File: config.mk
export PLATFORM = sky130hd
export DESIGN_NAME = cob_option_bank
export DESIGN_NICKNAME = d
export VERILOG_FILES = /design/src/cob_pkg.sv /design/src/cob_cfg_reg.sv /design/src/cob_option_bank.sv
export SDC_FILE = /design/constraint.sdc
export NUM_CORES = 1
export LEC_CHECK = 0
export BUFFER_PORTS_ARGS = -buffer_cell sky130_fd_sc_hd__buf_2
export CAP_MARGIN = 20
export CORE_ASPECT_RATIO = 0.9
export CORE_MARGIN = 2
export CORE_UTILIZATION = 50
export DETAILED_ROUTE_END_ITERATION = 10
export PLACE_DENSITY = 0.87
export SLEW_MARGIN = 20
export SYNTH_ARGS = -nofsm -noshare
export SYNTH_HDL_FRONTEND = slang
export SYNTH_SLANG_ARGS = --single-unit
export TNS_END_PERCENT = 50
File: constraint.sdc
create_clock -name clk -period 4.12 [get_ports clk]
set_clock_uncertainty 0.1 [all_clocks]
set_input_delay 0.206 -clock clk [delete_from_list [all_inputs] [get_ports clk]]
set_output_delay 0.206 -clock clk [all_outputs]
set_load 0.03 [all_outputs]
File: src/cob_pkg.sv
// cob_pkg: command codes, reset values, write masks, field positions and
// setting figures for the charger option control bank.
// assumes a host register engine that hands over decoded word or byte writes.
package cob_pkg;

  // ==========================================================
  // command codes, word access
  localparam logic [7:0]  CMD_OPT0_WORD   = 8'h12;
  localparam logic [7:0]  CMD_OPT1_WORD   = 8'h3B;
  localparam logic [7:0]  CMD_CHGCUR_WORD = 8'h14;

  // ==========================================================
  // command codes, byte access (low byte / high byte)
  localparam logic [7:0]  CMD_OPT0_LO     = 8'h00;
  localparam logic [7:0]  CMD_OPT0_HI     = 8'h01;
  localparam logic [7:0]  CMD_OPT1_LO     = 8'h02;
  localparam logic [7:0]  CMD_OPT1_HI     = 8'h03;
  localparam logic [7:0]  CMD_CHGCUR_LO   = 8'h0A;
  localparam logic [7:0]  CMD_CHGCUR_HI   = 8'h0B;

  // ==========================================================
  // reset values and writable bits
  localparam logic [15:0] OPT0_RST_WORD   = 16'hE14E;  // frequency field 01
  localparam logic [1:0]  FREQ_RST_BYTE   = 2'h3;      // byte-access variant
  localparam logic [15:0] OPT0_WR_MASK    = 16'hFFFB;  // bit 2 read only
  localparam logic [15:0] OPT1_RST        = 16'h0211;
  localparam logic [15:0] OPT1_WR_MASK    = 16'h1EFF;  // 15:13 and 8 read only
  localparam logic [15:0] CHGCUR_RST      = 16'h0000;
  localparam logic [15:0] CHGCUR_WR_MASK  = 16'hFFFF;
  localparam logic [15:0] RD_UNMAPPED     = 16'h0000;

  // ==========================================================
  // field positions in the first option register
  localparam int          OPT0_ACOUSTIC   = 10;
  localparam int          OPT0_FREQ_LSB   = 8;
  localparam int          OPT0_IN_OCTRIP  = 7;
  localparam int          OPT0_LS_OCP     = 6;
  localparam int          OPT0_CAL_DIS    = 5;
  localparam int          OPT0_IN_GAIN    = 4;
  localparam int          OPT0_BAT_GAIN   = 3;
  localparam int          OPT0_IREG_EN    = 1;
  localparam int          OPT0_INHIBIT    = 0;

  // ==========================================================
  // switching frequency codes and values
  localparam logic [1:0]  FREQ_600K       = 2'h0;
  localparam logic [1:0]  FREQ_800K       = 2'h1;
  localparam logic [1:0]  FREQ_1000K      = 2'h2;
  localparam logic [1:0]  FREQ_1200K      = 2'h3;
  localparam logic [11:0] KHZ_600         = 12'h258;
  localparam logic [11:0] KHZ_800         = 12'h320;
  localparam logic [11:0] KHZ_1000        = 12'h3E8;
  localparam logic [11:0] KHZ_1200        = 12'h4B0;
  localparam logic [11:0] KHZ_ACOUSTIC    = 12'h028;   // 40 kHz floor
  localparam logic [11:0] KHZ_NO_FLOOR    = 12'h000;

  // ==========================================================
  // protection and monitor figures
  localparam logic [9:0]  OCTRIP_PCT      = 10'h12C;   // 300 percent
  localparam logic [9:0]  LS_OCP_LO_MV    = 10'h0AA;   // 170 mV
  localparam logic [9:0]  LS_OCP_HI_MV    = 10'h122;   // 290 mV
  localparam logic [6:0]  IN_GAIN_LO      = 7'h28;     // 40x
  localparam logic [6:0]  IN_GAIN_HI      = 7'h50;     // 80x
  localparam logic [6:0]  BAT_GAIN_LO     = 7'h08;     // 8x
  localparam logic [6:0]  BAT_GAIN_HI     = 7'h10;     // 16x

endpackage

File: src/cob_cfg_reg.sv
// cob_cfg_reg: one 16-bit option register with low/high byte write strobes,
// a per-bit write mask and a constant reset value.
// assumes strobes and data are on the same clock as the register.
`timescale 1ns/1ns

module cob_cfg_reg #(
  parameter logic [15:0] RST_VAL = 16'h0000,
  parameter logic [15:0] WR_MASK = 16'hFFFF
) (
  // clock and reset
  input  wire logic        clk,
  input  wire logic        rst_n,
  // write side
  input  wire logic        wr_lo,
  input  wire logic        wr_hi,
  input  wire logic [15:0] wr_data,
  // stored value
  output logic      [15:0] q
);

  logic [15:0] lane_q;
  logic [15:0] d;

  // byte lanes selected by the strobes
  assign lane_q = {{8{wr_hi}}, {8{wr_lo}}};

  // only writable bits in an enabled lane take new data
  assign d = (q & ~(lane_q & WR_MASK)) | (wr_data & lane_q & WR_MASK);

  // storage
  always_ff @(posedge clk or negedge rst_n) begin
    if (!rst_n) begin
      q <= RST_VAL;
    end else begin
      q <= d;
    end
  end

endmodule // cob_cfg_reg

File: src/cob_option_bank.sv
// cob_option_bank: option registers of the charge controller and the
// converter controls that they steer.
// assumes a register engine that decodes host transactions into one-cycle
// write and read strobes with a command code; power path requests come from
// logic on the same clock.
`timescale 1ns/1ns

module cob_option_bank #(
  parameter bit BYTE_VARIANT = 1'b0  // 1: byte access and 1.2 MHz default
) (
  // clock and reset
  input  wire logic        clk,
  input  wire logic        rstn,
  // register port
  input  wire logic        reg_wr,
  input  wire logic        reg_rd,
  input  wire logic [7:0]  reg_cmd,
  input  wire logic [15:0] reg_wdata,
  output logic      [15:0] reg_rdata,
  output logic             reg_rvalid,
  // power path requests outside calibration mode
  input  wire logic        pp_adapter_req,
  input  wire logic        pp_rblock_req,
  input  wire logic        pp_battery_req,
  // converter and switch controls
  output logic             buck_enable,
  output logic             adapter_switch_on,
  output logic             reverse_block_switch_on,
  output logic             battery_switch_on,
  output logic             charge_enable,
  output logic             input_regulation_enable,
  output logic             calibration_discharge_mode,
  // settings
  output logic      [1:0]  sw_freq_sel,
  output logic      [11:0] sw_freq_khz,
  output logic      [11:0] sw_freq_floor_khz,
  output logic             input_overcurrent_trip_en,
  output logic      [9:0]  input_overcurrent_trip_pct,
  output logic      [9:0]  low_side_switch_ocp_mv,
  output logic      [6:0]  input_current_monitor_gain,
  output logic      [6:0]  battery_current_monitor_gain,
  // raw register contents
  output logic      [15:0] converter_protection_config,
  output logic      [15:0] monitor_comparator_config
);

  // ==========================================================
  // reset release
  logic [1:0]  rst_sync_q;
  logic        rst_n;

  // two-stage release of the asynchronous reset
  always_ff @(posedge clk or negedge rstn) begin
    if (!rstn) begin
      rst_sync_q <= 2'h0;
    end else begin
      rst_sync_q <= {rst_sync_q[0], 1'b1};
    end
  end
  assign rst_n = rst_sync_q[1];

  // ==========================================================
  // command decode
  localparam logic [15:0] OPT0_RST = BYTE_VARIANT ?
    {cob_pkg::OPT0_RST_WORD[15:10], cob_pkg::FREQ_RST_BYTE, cob_pkg::OPT0_RST_WORD[7:0]} :
    cob_pkg::OPT0_RST_WORD;

  logic        opt0_lo;
  logic        opt0_hi;
  logic        opt1_lo;
  logic        opt1_hi;
  logic        chg_lo;
  logic        chg_hi;
  logic [15:0] wdata;
  logic [15:0] chgcur;

  // word codes in word mode, low/high byte codes in byte mode
  always_comb begin
    opt0_lo = 1'b0;
    opt0_hi = 1'b0;
    opt1_lo = 1'b0;
    opt1_hi = 1'b0;
    chg_lo  = 1'b0;
    chg_hi  = 1'b0;
    wdata   = reg_wdata;
    if (reg_wr) begin
      if (!BYTE_VARIANT) begin
        opt0_lo = (reg_cmd == cob_pkg::CMD_OPT0_WORD);
        opt0_hi = opt0_lo;
        opt1_lo = (reg_cmd == cob_pkg::CMD_OPT1_WORD);
        opt1_hi = opt1_lo;
        chg_lo  = (reg_cmd == cob_pkg::CMD_CHGCUR_WORD);
        chg_hi  = chg_lo;
      end else begin
        opt0_lo = (reg_cmd == cob_pkg::CMD_OPT0_LO);
        opt0_hi = (reg_cmd == cob_pkg::CMD_OPT0_HI);
        opt1_lo = (reg_cmd == cob_pkg::CMD_OPT1_LO);
        opt1_hi = (reg_cmd == cob_pkg::CMD_OPT1_HI);
        chg_lo  = (reg_cmd == cob_pkg::CMD_CHGCUR_LO);
        chg_hi  = (reg_cmd == cob_pkg::CMD_CHGCUR_HI);
        wdata   = {reg_wdata[7:0], reg_wdata[7:0]};     // byte on both lanes
      end
    end
  end

  // ==========================================================
  // registers
  // first option register, reset 0xE14E or with 11 frequency code
  cob_cfg_reg #(
    .RST_VAL (OPT0_RST),
    .WR_MASK (cob_pkg::OPT0_WR_MASK)
  ) u_opt0 (
    .clk     (clk),
    .rst_n   (rst_n),
    .wr_lo   (opt0_lo),
    .wr_hi   (opt0_hi),
    .wr_data (wdata),
    .q       (converter_protection_config)
  );

  // second option register, layout only
  cob_cfg_reg #(
    .RST_VAL (cob_pkg::OPT1_RST),
    .WR_MASK (cob_pkg::OPT1_WR_MASK)
  ) u_opt1 (
    .clk     (clk),
    .rst_n   (rst_n),
    .wr_lo   (opt1_lo),
    .wr_hi   (opt1_hi),
    .wr_data (wdata),
    .q       (monitor_comparator_config)
  );

  // charge current word, zero at reset
  cob_cfg_reg #(
    .RST_VAL (cob_pkg::CHGCUR_RST),
    .WR_MASK (cob_pkg::CHGCUR_WR_MASK)
  ) u_chgcur (
    .clk     (clk),
    .rst_n   (rst_n),
    .wr_lo   (chg_lo),
    .wr_hi   (chg_hi),
    .wr_data (wdata),
    .q       (chgcur)
  );

  // ==========================================================
  // read path
  logic [15:0] rd_d;

  // select word, or the addressed byte in byte mode
  always_comb begin
    rd_d = cob_pkg::RD_UNMAPPED;
    if (!BYTE_VARIANT) begin
      case (reg_cmd)
        cob_pkg::CMD_OPT0_WORD:   rd_d = converter_protection_config;
        cob_pkg::CMD_OPT1_WORD:   rd_d = monitor_comparator_config;
        cob_pkg::CMD_CHGCUR_WORD: rd_d = chgcur;
        default:                  rd_d = cob_pkg::RD_UNMAPPED;
      endcase
    end else begin
      case (reg_cmd)
        cob_pkg::CMD_OPT0_LO:   rd_d = {8'h00, converter_protection_config[7:0]};
        cob_pkg::CMD_OPT0_HI:   rd_d = {8'h00, converter_protection_config[15:8]};
        cob_pkg::CMD_OPT1_LO:   rd_d = {8'h00, monitor_comparator_config[7:0]};
        cob_pkg::CMD_OPT1_HI:   rd_d = {8'h00, monitor_comparator_config[15:8]};
        cob_pkg::CMD_CHGCUR_LO: rd_d = {8'h00, chgcur[7:0]};
        cob_pkg::CMD_CHGCUR_HI: rd_d = {8'h00, chgcur[15:8]};
        default:                rd_d = cob_pkg::RD_UNMAPPED;
      endcase
    end
  end

  // read data one cycle after the strobe
  always_ff @(posedge clk or negedge rst_n) begin
    if (!rst_n) begin
      reg_rdata  <= cob_pkg::RD_UNMAPPED;
      reg_rvalid <= 1'b0;
    end else begin
      reg_rvalid <= reg_rd;
      if (reg_rd) begin
        reg_rdata <= rd_d;
      end
    end
  end

  // ==========================================================
  // field views
  logic       acoustic;
  logic [1:0] freq;
  logic       oc_trip;
  logic       ls_ocp;
  logic       cal_dis;
  logic       in_gain;
  logic       bat_gain;
  logic       ireg_en;
  logic       inhibit;

  assign acoustic = converter_protection_config[cob_pkg::OPT0_ACOUSTIC];
  assign freq     = converter_protection_config[cob_pkg::OPT0_FREQ_LSB +: 2];
  assign oc_trip  = converter_protection_config[cob_pkg::OPT0_IN_OCTRIP];
  assign ls_ocp   = converter_protection_config[cob_pkg::OPT0_LS_OCP];
  assign cal_dis  = converter_protection_config[cob_pkg::OPT0_CAL_DIS];
  assign in_gain  = converter_protection_config[cob_pkg::OPT0_IN_GAIN];
  assign bat_gain = converter_protection_config[cob_pkg::OPT0_BAT_GAIN];
  assign ireg_en  = converter_protection_config[cob_pkg::OPT0_IREG_EN];
  assign inhibit  = converter_protection_config[cob_pkg::OPT0_INHIBIT];

  // ==========================================================
  // converter settings
  always_ff @(posedge clk or negedge rst_n) begin
    if (!rst_n) begin
      // follow the register's reset frequency code, not a fixed 00
      sw_freq_sel                  <= OPT0_RST[cob_pkg::OPT0_FREQ_LSB +: 2];
      sw_freq_khz                  <= BYTE_VARIANT ? cob_pkg::KHZ_1200 : cob_pkg::KHZ_800;
      sw_freq_floor_khz            <= cob_pkg::KHZ_NO_FLOOR;
      input_overcurrent_trip_en    <= 1'b0;
      input_overcurrent_trip_pct   <= cob_pkg::OCTRIP_PCT;
      low_side_switch_ocp_mv       <= cob_pkg::LS_OCP_HI_MV;
      input_current_monitor_gain   <= cob_pkg::IN_GAIN_LO;
      battery_current_monitor_gain <= cob_pkg::BAT_GAIN_HI;
      input_regulation_enable      <= 1'b1;
    end else begin
      sw_freq_sel <= freq;
      case (freq)
        cob_pkg::FREQ_600K:  sw_freq_khz <= cob_pkg::KHZ_600;
        cob_pkg::FREQ_800K:  sw_freq_khz <= cob_pkg::KHZ_800;
        cob_pkg::FREQ_1000K: sw_freq_khz <= cob_pkg::KHZ_1000;
        cob_pkg::FREQ_1200K: sw_freq_khz <= cob_pkg::KHZ_1200;
        default:             sw_freq_khz <= cob_pkg::KHZ_800;
      endcase
      sw_freq_floor_khz <= acoustic ? cob_pkg::KHZ_ACOUSTIC : cob_pkg::KHZ_NO_FLOOR;
      input_overcurrent_trip_en  <= oc_trip;
      input_overcurrent_trip_pct <= cob_pkg::OCTRIP_PCT;
      low_side_switch_ocp_mv <= ls_ocp ? cob_pkg::LS_OCP_HI_MV : cob_pkg::LS_OCP_LO_MV;
      input_current_monitor_gain <= in_gain ? cob_pkg::IN_GAIN_HI : cob_pkg::IN_GAIN_LO;
      battery_current_monitor_gain <= bat_gain ? cob_pkg::BAT_GAIN_HI : cob_pkg::BAT_GAIN_LO;
      input_regulation_enable <= ireg_en;
    end
  end

  // ==========================================================
  // power path and charge control
  always_ff @(posedge clk or negedge rst_n) begin
    if (!rst_n) begin
      buck_enable                <= 1'b1;
      adapter_switch_on          <= 1'b0;
      reverse_block_switch_on    <= 1'b0;
      battery_switch_on          <= 1'b0;
      calibration_discharge_mode <= 1'b0;
      charge_enable              <= 1'b0;
    end else begin
      calibration_discharge_mode <= cal_dis;
      buck_enable                <= ~cal_dis;
      adapter_switch_on          <= cal_dis | pp_adapter_req;
      reverse_block_switch_on    <= cal_dis | pp_rblock_req;
      battery_switch_on          <= cal_dis | pp_battery_req;
      charge_enable              <= ~inhibit & (chgcur != cob_pkg::CHGCUR_RST) & ~cal_dis;
    end
  end

endmodule // cob_option_bank

=== After elaboration in Yosys (flattened, before gate mapping) ===
Index checks and enable logic that the tools add are counted.

* Equality and inequality tests: 6
* Bitwise logic cells: 19
* Reduce and logical (&&, ||, !) cells: 2
* Multiplexer cells: 9

{| class="wikitable"
|+ Operator list
! kind !! count
|-
| $and A16 B16 Y16 || 5
|-
| $pmux W12 S4 || 1
|-
| $pmux W16 S3 || 1
|-
| $not A16 Y16 || 2
|-
| $or A16 B16 Y16 || 2
|-
| $eq A8 B5 Y1 const B || 2
|-
| $not A13 Y16 || 1
|-
| $or A16 B13 Y16 || 1
|-
| $reduce_bool A16 Y1 || 1
|-
| $and A13 B13 Y13 || 1
|-
| $mux W9 || 1
|-
| $eq A8 B6 Y1 const B || 1
|-
| $mux W7 || 1
|-
| $mux W6 || 1
|-
| $mux W5 || 1
|-
| $eq A2 B2 Y1 const B || 2
|-
| $mux W1 || 3
|-
| $or A1 B1 Y1 || 3
|-
| $and A1 B1 Y1 || 2
|-
| $eq A2 B1 Y1 const B || 1
|-
| $logic_not A2 Y1 || 1
|-
| $not A1 Y1 || 2
|}

* Output and inout port bits: 117
* Word-level logic and storage cells: 56
* Register bits: 116
* Bits of input ports: 31

=== Logic depth before layout (Yosys ltp) ===
Gate-level depths: netlist (run 1).

* Depth after elaboration: 5
* Gate-level depth with buffers: 6
* Gate-level depth less buffers: 4

=== Modules after synthesis ===
Synthesis (run 1) repeated with hierarchy kept, for this count alone.

* Cells, all modules: 304
* Area, all modules: 4092.7 µm²

{| class="wikitable"
|+ By module, submodules not included
! module !! instances !! cells an instance !! area each (µm²) !! sequential area each (µm²)
|-
| cob_option_bank || 1 || 206 || 2272.2 || 1087.3
|-
| cob_cfg_reg (u_chgcur) || 1 || 34 || 663.1 || 400.4
|-
| cob_cfg_reg (u_opt0) || 1 || 34 || 643.1 || 384.1
|-
| cob_cfg_reg (u_opt1) || 1 || 30 || 514.2 || 304.0
|}

=== Worst setup path after synthesis (run 1) ===
No wires, ideal clock.

* Path type: input to register
* Start point: input port reg_cmd[7]
* End point: register (tool-made name)
* Setup slack: 2.416 ns
* Buffers on the path: 2
* Data required time: 3.895 ns
* Stages: 6
* Setup time: 0.125 ns
* Arrival: 1.479 ns
* Cell sequence: or3b_4 nor2_2 and3_1 buf_6 buf_12 mux2_4

{| class="wikitable"
|+ RTL lines
! what !! RTL line !! text
|-
| start: declaration || cob_option_bank.sv:17 || <nowiki>input wire logic [7:0] reg_cmd,</nowiki>
|}

=== Worst setup path after layout (run 1) ===
* Start point: input port reg_cmd[7]
* End point: register reg_rdata[3]

* Longest elaborated chain between the ends: 2
* Elaborated cells on any way between the ends: 4
* Classes of those cells: eq/ne (3); mux (1)

{| class="wikitable"
|+ Ends and longest elaborated chain
! what !! RTL line !! text
|-
| $eq A8 B5 Y1 or $eq A8 B6 Y1 (tied branches) || cob_option_bank.sv:155 || <nowiki>case (reg_cmd)</nowiki>
|-
| $pmux W16 S3 * || cob_option_bank.sv:155 ||
|-
| end signal: assignment || cob_option_bank.sv:177 || <nowiki>reg_rdata <= cob_pkg::RD_UNMAPPED;</nowiki>
|-
| end signal: assignment || cob_option_bank.sv:182 || <nowiki>reg_rdata <= rd_d;</nowiki>
|-
| end: declaration || cob_option_bank.sv:19 || <nowiki>output logic [15:0] reg_rdata,</nowiki>
|}

Every way passes the cells marked *; elsewhere a longest branch is shown, timed or not.
A chain may end at the register's enable or synchronous reset.

==> results of run 1 <==
-- critical path, cell delays in order --
cell	delay, ns
buf_2	0.10
or3b_4	0.45
nor3b_2	0.74
o21ai_1	0.51
o22ai_1	0.25
-- routing by layer --
| layer | share of wire [%] | vias up | track usage, % |
|---|---|---|---|
| li1 | - | 1137 | - |
| met1 | 42 | 1225 | 23.7 |
| met2 | 51 | 116 | 31.8 |
| met3 | 6.2 | 12 | 5.91 |
| met4 | 1.3 | 0 | 4.87 |
| met5 | 0 | - | 0 |
-- logic make-up after synthesis --
logic type | after synthesis | synth area share, %
flops | 86 | 56.0
buf+inv | 85 | 14.0
compound gates | 47 | 8.85
mux | 43 | 14.4
simple gates | 26 | 5.31
fa+ha+maj | 4 | 1.29
other cells | 2 | 0.193
-- power groups by stage --
stage | clock, mW | sequential, mW | combinational [mW]
2_1_floorplan | 0 | 0.994 | 0.147
6_report | 0.550 | 0.920 | 0.250
5_1_grt | 0.602 | 0.926 | 0.265
4_1_cts | 0.568 | 0.928 | 0.241
3_5_place_dp | 0 | 0.944 | 0.231
3_3_place_gp | 0 | 0.941 | 0.228
-- metrics by stage --
step	area (sq um)	worst slack (ns)	hold WS, ns
floorplan	4050	1.48	-0.190
global placement	4240	1.79	-0.110
detailed placement	4240	1.65	-0.107
CTS	4540	2.06	0.000432
global route	4560	1.82	0.00377
finish	4560	2.02	0.0154
-- what timing repair did --
action	4_1_cts	5_1_grt
hold buffers	12	0
buffers inserted	0	0
endpoints found under the hold margin	19	0
-- how the worst max path moves through the flow --
| stage | depth (start not counted) | to | slack [ns] |
|---|---|---|---|
| floorplan | 0 | async pin | 1.48 |
| global placement | 5 | reg_rdata[1]$_DFFE_PN0P_ | 1.79 |
| detailed placement | 5 | reg_rdata[12]$_DFFE_PN0P_ | 1.65 |
| CTS | 5 | reg_rdata[12]$_DFFE_PN0P_ | 2.06 |
| global route | 5 | reg_rdata[12]$_DFFE_PN0P_ | 1.82 |
| finish | 5 | reg_rdata[3]$_DFFE_PN0P_ | 2.02 |
-- final cells by class --
class                      count  share of cell area (%)
sequential                    86                    47.8
multi-input combinational    165                    29.1
timing repair buffer         116                    14.4
clock buffer                  12                    3.40
tap                           96                    2.63
inverter                      25                    2.06
clock inverter                 4                   0.658
-- placed cells by master (no fill, tap or decap), drive strengths merged --
cell,count
ha,4
and4,1
o211ai,1
nor3,2
nand3,3
and3,2
or3,1
dfrtp,67
conb,45
o21ai,1
dfstp,19
or3b,1
a22oi,16
mux2,43
buf,104
a21o,1
nor4,4
inv,26
dlygate4sd3,12
nor2b,2
nor2,4
a22o,11
clkinv,2
clkinvlp,1
o22ai,16
a211oi,1
nand2b,1
nor3b,1
clkbuf,12
or2,4
==> results.txt, run 1 <==
* Headroom to the max-slew limit: 29.9%
- The most critical setup path has its startpoint at reg_cmd[7].
* Detail-routed via count per cell: 4.94
* Critical Path Fanout Max: 13
- Core Region: 7540 sq um
- Port Buf Inserts: 103
- Net switching is 29.2% of the power.
- Of all cell types, the one taking the most synthesized area is dfrtp_1.
- Max Slew Vio Count: 0
- IR analysis of the VDD net gives a maximum drop of 0.000215 V.
- The via count of the first global-routing pass was 2424.
- Internal cell power: 1.22 mW
* Total clock buffers created by CTS: 9
- From left edge to right edge, the die measures 96.9 um.
- Summed over its instances, the top area cell type makes up 43.1% of the synthesized netlist area.
- 0 antenna diodes ended up in the layout.
- Number of endpoints failing setup at the final stage: 0
* Count of max-cap constraint violations: 0
- Gpl congestion: 0.837
- Worst path arrival time: 2.27 ns
* Worst-margin pin slew: 1.05 ns
* Gate count of the mapped netlist: 293
- Entering global routing, the biggest net connects 85 pins.
* DR iter-0 viols: 144
* CP Launch Type: input pin
- EDFF count, synth: 0
- Including well taps, the total number of placed cells is 475.
* Area Overhead vs Synth: 17.4%
* Design Power: 1.72 mW
- Top FF cell, synth: dfrtp_1
* Clock slew at the register clock pins of the worst setup and hold paths: 0.08 ns
- By count the netlist is led by 67 x dfrtp_1, 49 x buf_4, 25 x inv_1.
- Clock latency at the later pin of the worst-skew pair: 0.36 ns
* Final net count: 438
* Register bit count reported by yosys: 86
- By instance count, the leading cell after synthesis is dfrtp_1.
* WL/cell: 15.9 um
* Initial core utilization: 51.5%
* Count of warnings emitted by yosys: 0
* Asr flop ratio synth: 100%
- Filler cells: 626
- The min-delay analysis places its worst path in the category input pin to flop.
- The worst setup path is captured at a flop.
- The analysis attributes to cell leakage a power of 2.35 nW.
* Unrepaired setup endpoints after global routing: no
* CP Class: input pin to flop
* Netlist cell types: 37
- Max Root-Sink Buffers: 2
- DRC violations left: 0
* Die Outline Area: 8500 sq um
- First-pass GRT wire length: 12.4 mm
- The detail route stage leaves a number of antenna-violating nets equal to 0.
* Final number of hold-violating endpoints: 0
* Final critical-path share of the clock period: 51.0%
- For flop-to-flop paths, the worst setup slack is 2.72 ns.
* Sum of negative setup slack: 0 ns
- Dividing total power by cell area gives a power density of 377 nW/um^2.
- Average cell area after synthesis: 13.3 sq um
- By area the synthesized netlist is led by dfrtp_1 43%, dfstp_2 13%, buf_4 9.5%.
* Final worst path period need: 2.10 ns
* Clock share of power: 32.0%
* Syn Std Cell Area: 3890 sq um
- The clock drives 86 sinks.
- Status: finished, final reports clean
* Die Y-Extent: 87.7 um
* Row count: 30
- During I/O placement, the number of pins put on the boundary was 148.
- Remaining global-route overflow: 0
* GRT Total Usage: 18.7%
* Post-detailed-routing wire length: 8.01 mm
- In this run the clock root is driven by a clkbuf_8.
* Switching power of the nets: 0.502 mW
- Drt first pass iters: 4
* Startpoint of the most critical hold path: reg_wdata[10]
- For the worst flop-to-flop path, the logic depth is 3.
- Combinational logic is responsible for 14.5% of the overall power.
- Hold Crit Depth: 2
- In the final layout, the multi-input gates occupy 1330 sq um.
- In this run the critical register-to-register path is captured at sw_freq_khz[6]$_DFF_PN0_.
- HPWL reported at the end of detailed placement: 5.53 mm
- The count of cells in the finished layout, fillers not included, comes to 504.
* Layout cells sized above 1: 47.5%
* Share of synthesized area occupied by flip-flops and latches: 56.0%
- In this run, post-CTS repair resized a total of 0 instances.
- Sequential cell fraction of total power: 53.5%
- Based on the critical path, the design can be clocked at up to 476 MHz.
- Cells fill 60.5% of the core in the end.
- The detailed router placed 2490 vias in this run.
- Area taken by flip-flops and latches: 2180 sq um
- TritonCTS built the clock tree.
- The H-tree was split into 3 levels.
* Number of antenna violations at the first check in global routing: 0
- Critical Path RT: 4.28 ns
Note: power is estimated with default switching activity, not from simulation.
==> run 2: changes to the inputs <==
Settings changed: CORE_UTILIZATION 50 to 49, PLACE_DENSITY 0.87 to 0.86.
Clock period 4.12 ns to 2 ns, I/O delays scaled along.
==> results.txt, run 2 (synthesis gave the netlist of run 1 again) <==
- Clock H-tree levels: 3 (unchanged)
- CTS tree: yes
* Post-route design area: 4740 sq um (+3.8%)
* Gates resized, CTS repair: 0 (unchanged)
- Walking the worst path, the cells encountered are dlygate4sd3_1, buf_2, o21ai_1, o22ai_1.
- The worst-skew pair later-pin latency came to 0.36 ns (about the same).
- DRC violations left: 0 (unchanged)
- The internal reg-to-reg setup slack came to 0.60 ns (-2.12 ns).
* Headroom to the max-slew limit: 29.9% (+0.054 points)
- Max Root-Sink Buffers: 2 (unchanged)
- Maximum achievable frequency: 610 MHz
- GRT Total Usage: 19.2% (+0.47 points)
- The final total negative setup slack was 0 ns (unchanged).
- Total clock buffers created by CTS: 9 (unchanged)
- The slew of the pin with the lowest slew margin was 1.04 ns (-0.00211 ns).
- Top-level I/O count: 148 (unchanged)
- The worst reg-to-reg path cell count was 3 (unchanged).
* Area of placed instances: 4320 sq um (+2.0%)
- Antenna Diode Count: 0 (unchanged)
* Sequential cell fraction of total power: 52.1% (-1.4 points)
* Drt first pass iters: 4 (unchanged)
- The root buffer cell chosen for the clock tree is clkbuf_8.
* TritonCTS sink count: 86 (unchanged)
- The number of hold violations in the final report came to 0 (unchanged).
- DR iter-0 viols: 116 (-19%)
- The area growth from synthesis to layout is 21.9%.
- Hold Crit Class: input pin to flop
- Gpl congestion: 0.801 (-4.3%)
* Top library cells by usage in the layout, fill and taps aside: 103 x buf_2, 66 x dfrtp_1, 45 x conb_1
* Critical Path Fanout Max: 19 (+6)
- Slowest cell delay on critical path: 0.61 ns (-0.13 ns)
- STA classifies the critical path startpoint as an input pin.
- The floorplan core area was 7620 sq um (+0.99%).
- Leaving out fill and tap cells, the most frequent cell in the layout is buf_2.
- Worst path arrival time: 1.71 ns (-0.56 ns)
- Post-CTS setup repair buffer count: 0 (unchanged)
- The power density over the cells is 768 nW/um^2 (+100%).
- Via count of the first global-routing pass: 2620 (+8.1%)
- Layout cells sized above 1: 47.1% (-0.49 points)
- Peak supply drop: 0.000510 V (+140%)
- The count of port buffers added during placement was 103 (unchanged).
- Number of antenna violations at the first check in global routing: 0 (unchanged)
- The proportion of power drawn by the clock network is 33.1% (+1.1 points).
- Count of max-cap constraint violations: 0 (unchanged)
- Critical path endpoint category: flop
- Subtracting the final worst setup slack from the clock period gives 1.64 ns.
* Status: finished, final reports clean
- The worst setup path is of the input pin to flop kind.
* First-pass GRT wire length: 12.9 mm (+4.2%)
- The number of vias per cell after detailed routing is 5.02 (+1.6%).
- The worst path required time was 2.07 ns (-2.21 ns).
- The power dissipated by switching net loads came to 1.02 mW (+100%).
* Initial core utilization: 51.0% (-0.51 points)
- The worst path uses 82.0% of the clock period.
- Hold Crit Depth: 4 (+2)
- The design internal power is 2.61 mW (+110%).
- Horizontal die dimension: 97.9 um (+0.97%)
- Worst path slowest cell: o21ai_1
* Switching part of the total: 28.2% (-1.1 points)
* Total leakage power: 2.44 nW (+3.8%)
- The vertical die dimension was 88.5 um (+0.97%).
- Number of endpoints failing setup at the final stage: 0 (unchanged)
- Unrepaired setup endpoints after global routing: no
- The placed wire-length estimate was 5.73 mm (+3.6%).
- Row count: 30 (unchanged)
- The final net count is 455 (+3.9%).
- The count of pins over their slew limit is 0 (unchanged).
- Remaining global-route overflow: 0 (unchanged)
* Final antenna-violating net count: 0 (unchanged)
- Die Outline Area: 8660 sq um (+2.0%)
- WL/cell: 15.8 um (-0.56%)
- The clock-pin slew on the worst setup and hold paths is 0.08 ns (about the same).
- Via Count: 2614 (+5.0%)
* Comb power frac: 14.8% (+0.3 points)
* Largest net degree at the start of global routing: 36 (-58%)
- Post-detailed-routing wire length: 8.23 mm (+2.8%)
-- run 2: path summary, 6_finish.rpt --
kind,from,endpoint
worst min-delay path,reg_cmd[2],reg_rdata[15]$_DFFE_PN0P_
min in group asynchronous,rst_sync_q[1]$_DFF_PN0_,sw_freq_floor_khz[3]$_DFF_PN0_
worst max register to register,flop,sw_freq_khz[6]$_DFF_PN0_
worst min register to register,rst_sync_q[1]$_DFF_PN0_,sw_freq_floor_khz[3]$_DFF_PN0_
worst max-delay path,reg_rd,reg_rdata[0]$_DFFE_PN0P_
max in group asynchronous,rst_sync_q[1]$_DFF_PN0_,input_current_monitor_gain[5]$_DFF_PN1_
-- run 2: worst max-delay path, delay by kind of cell --
family,cells,cell delay [ns]
AO/OA/AOI/OAI,2,0.83
buffers and inverters,2,0.78
-- run 2: timing repair --
action / CTS / global route
endpoints found under the setup margin: 0 / 0
endpoints found under the hold margin: 49 / 0
hold buffers: 22 / 0
-- run 2: per-layer routing --
layer  up-vias  part of all wire (%)  GRT usage [%]
li1       1174                     -              -
met1      1298                    41           23.0
met2       121                    50           32.9
met3        21                   6.8           5.53
met4         0                   2.2           8.21
met5         -                     0              0
-- run 2: area by class of cell --
| type | count | area (sq um) |
|---|---|---|
| fillers | 605 | 2880 |
| flip-flops and latches | 86 | 2180 |
| multi-input cells | 165 | 1330 |
| repair buffers | 133 | 821 |
| clock buffers | 12 | 145 |
| well taps | 96 | 120 |
| inverters | 25 | 93.8 |
| clock inverters | 4 | 48.8 |
-- run 2: metrics by stage --
stage / total power [mW] / cells / worst slack [ns] / util, % / hold slack (ns)
after floorplan: 2.35 / 336 / 0.402 / - / -0.296
after global placement: 2.42 / 483 / 0.241 / 56.7 / -0.215
after detailed placement: 2.43 / 483 / 0.179 / 56.7 / -0.212
after CTS: 3.67 / 521 / 0.379 / 62.2 / 0.133
after global routing: 3.80 / 521 / 0.340 / 62.2 / 0.165
final: 3.64 / 521 / 0.360 / 62.2 / 0.160
-- run 2: power by group through the flow --
stage | sequential [mW] | clock, mW | combinational [mW]
5_1_grt | 1.91 | 1.32 | 0.573
3_3_place_gp | 1.92 | 0 | 0.497
6_report | 1.89 | 1.20 | 0.539
4_1_cts | 1.89 | 1.23 | 0.540
3_5_place_dp | 1.93 | 0 | 0.506
2_1_floorplan | 2.05 | 0 | 0.303
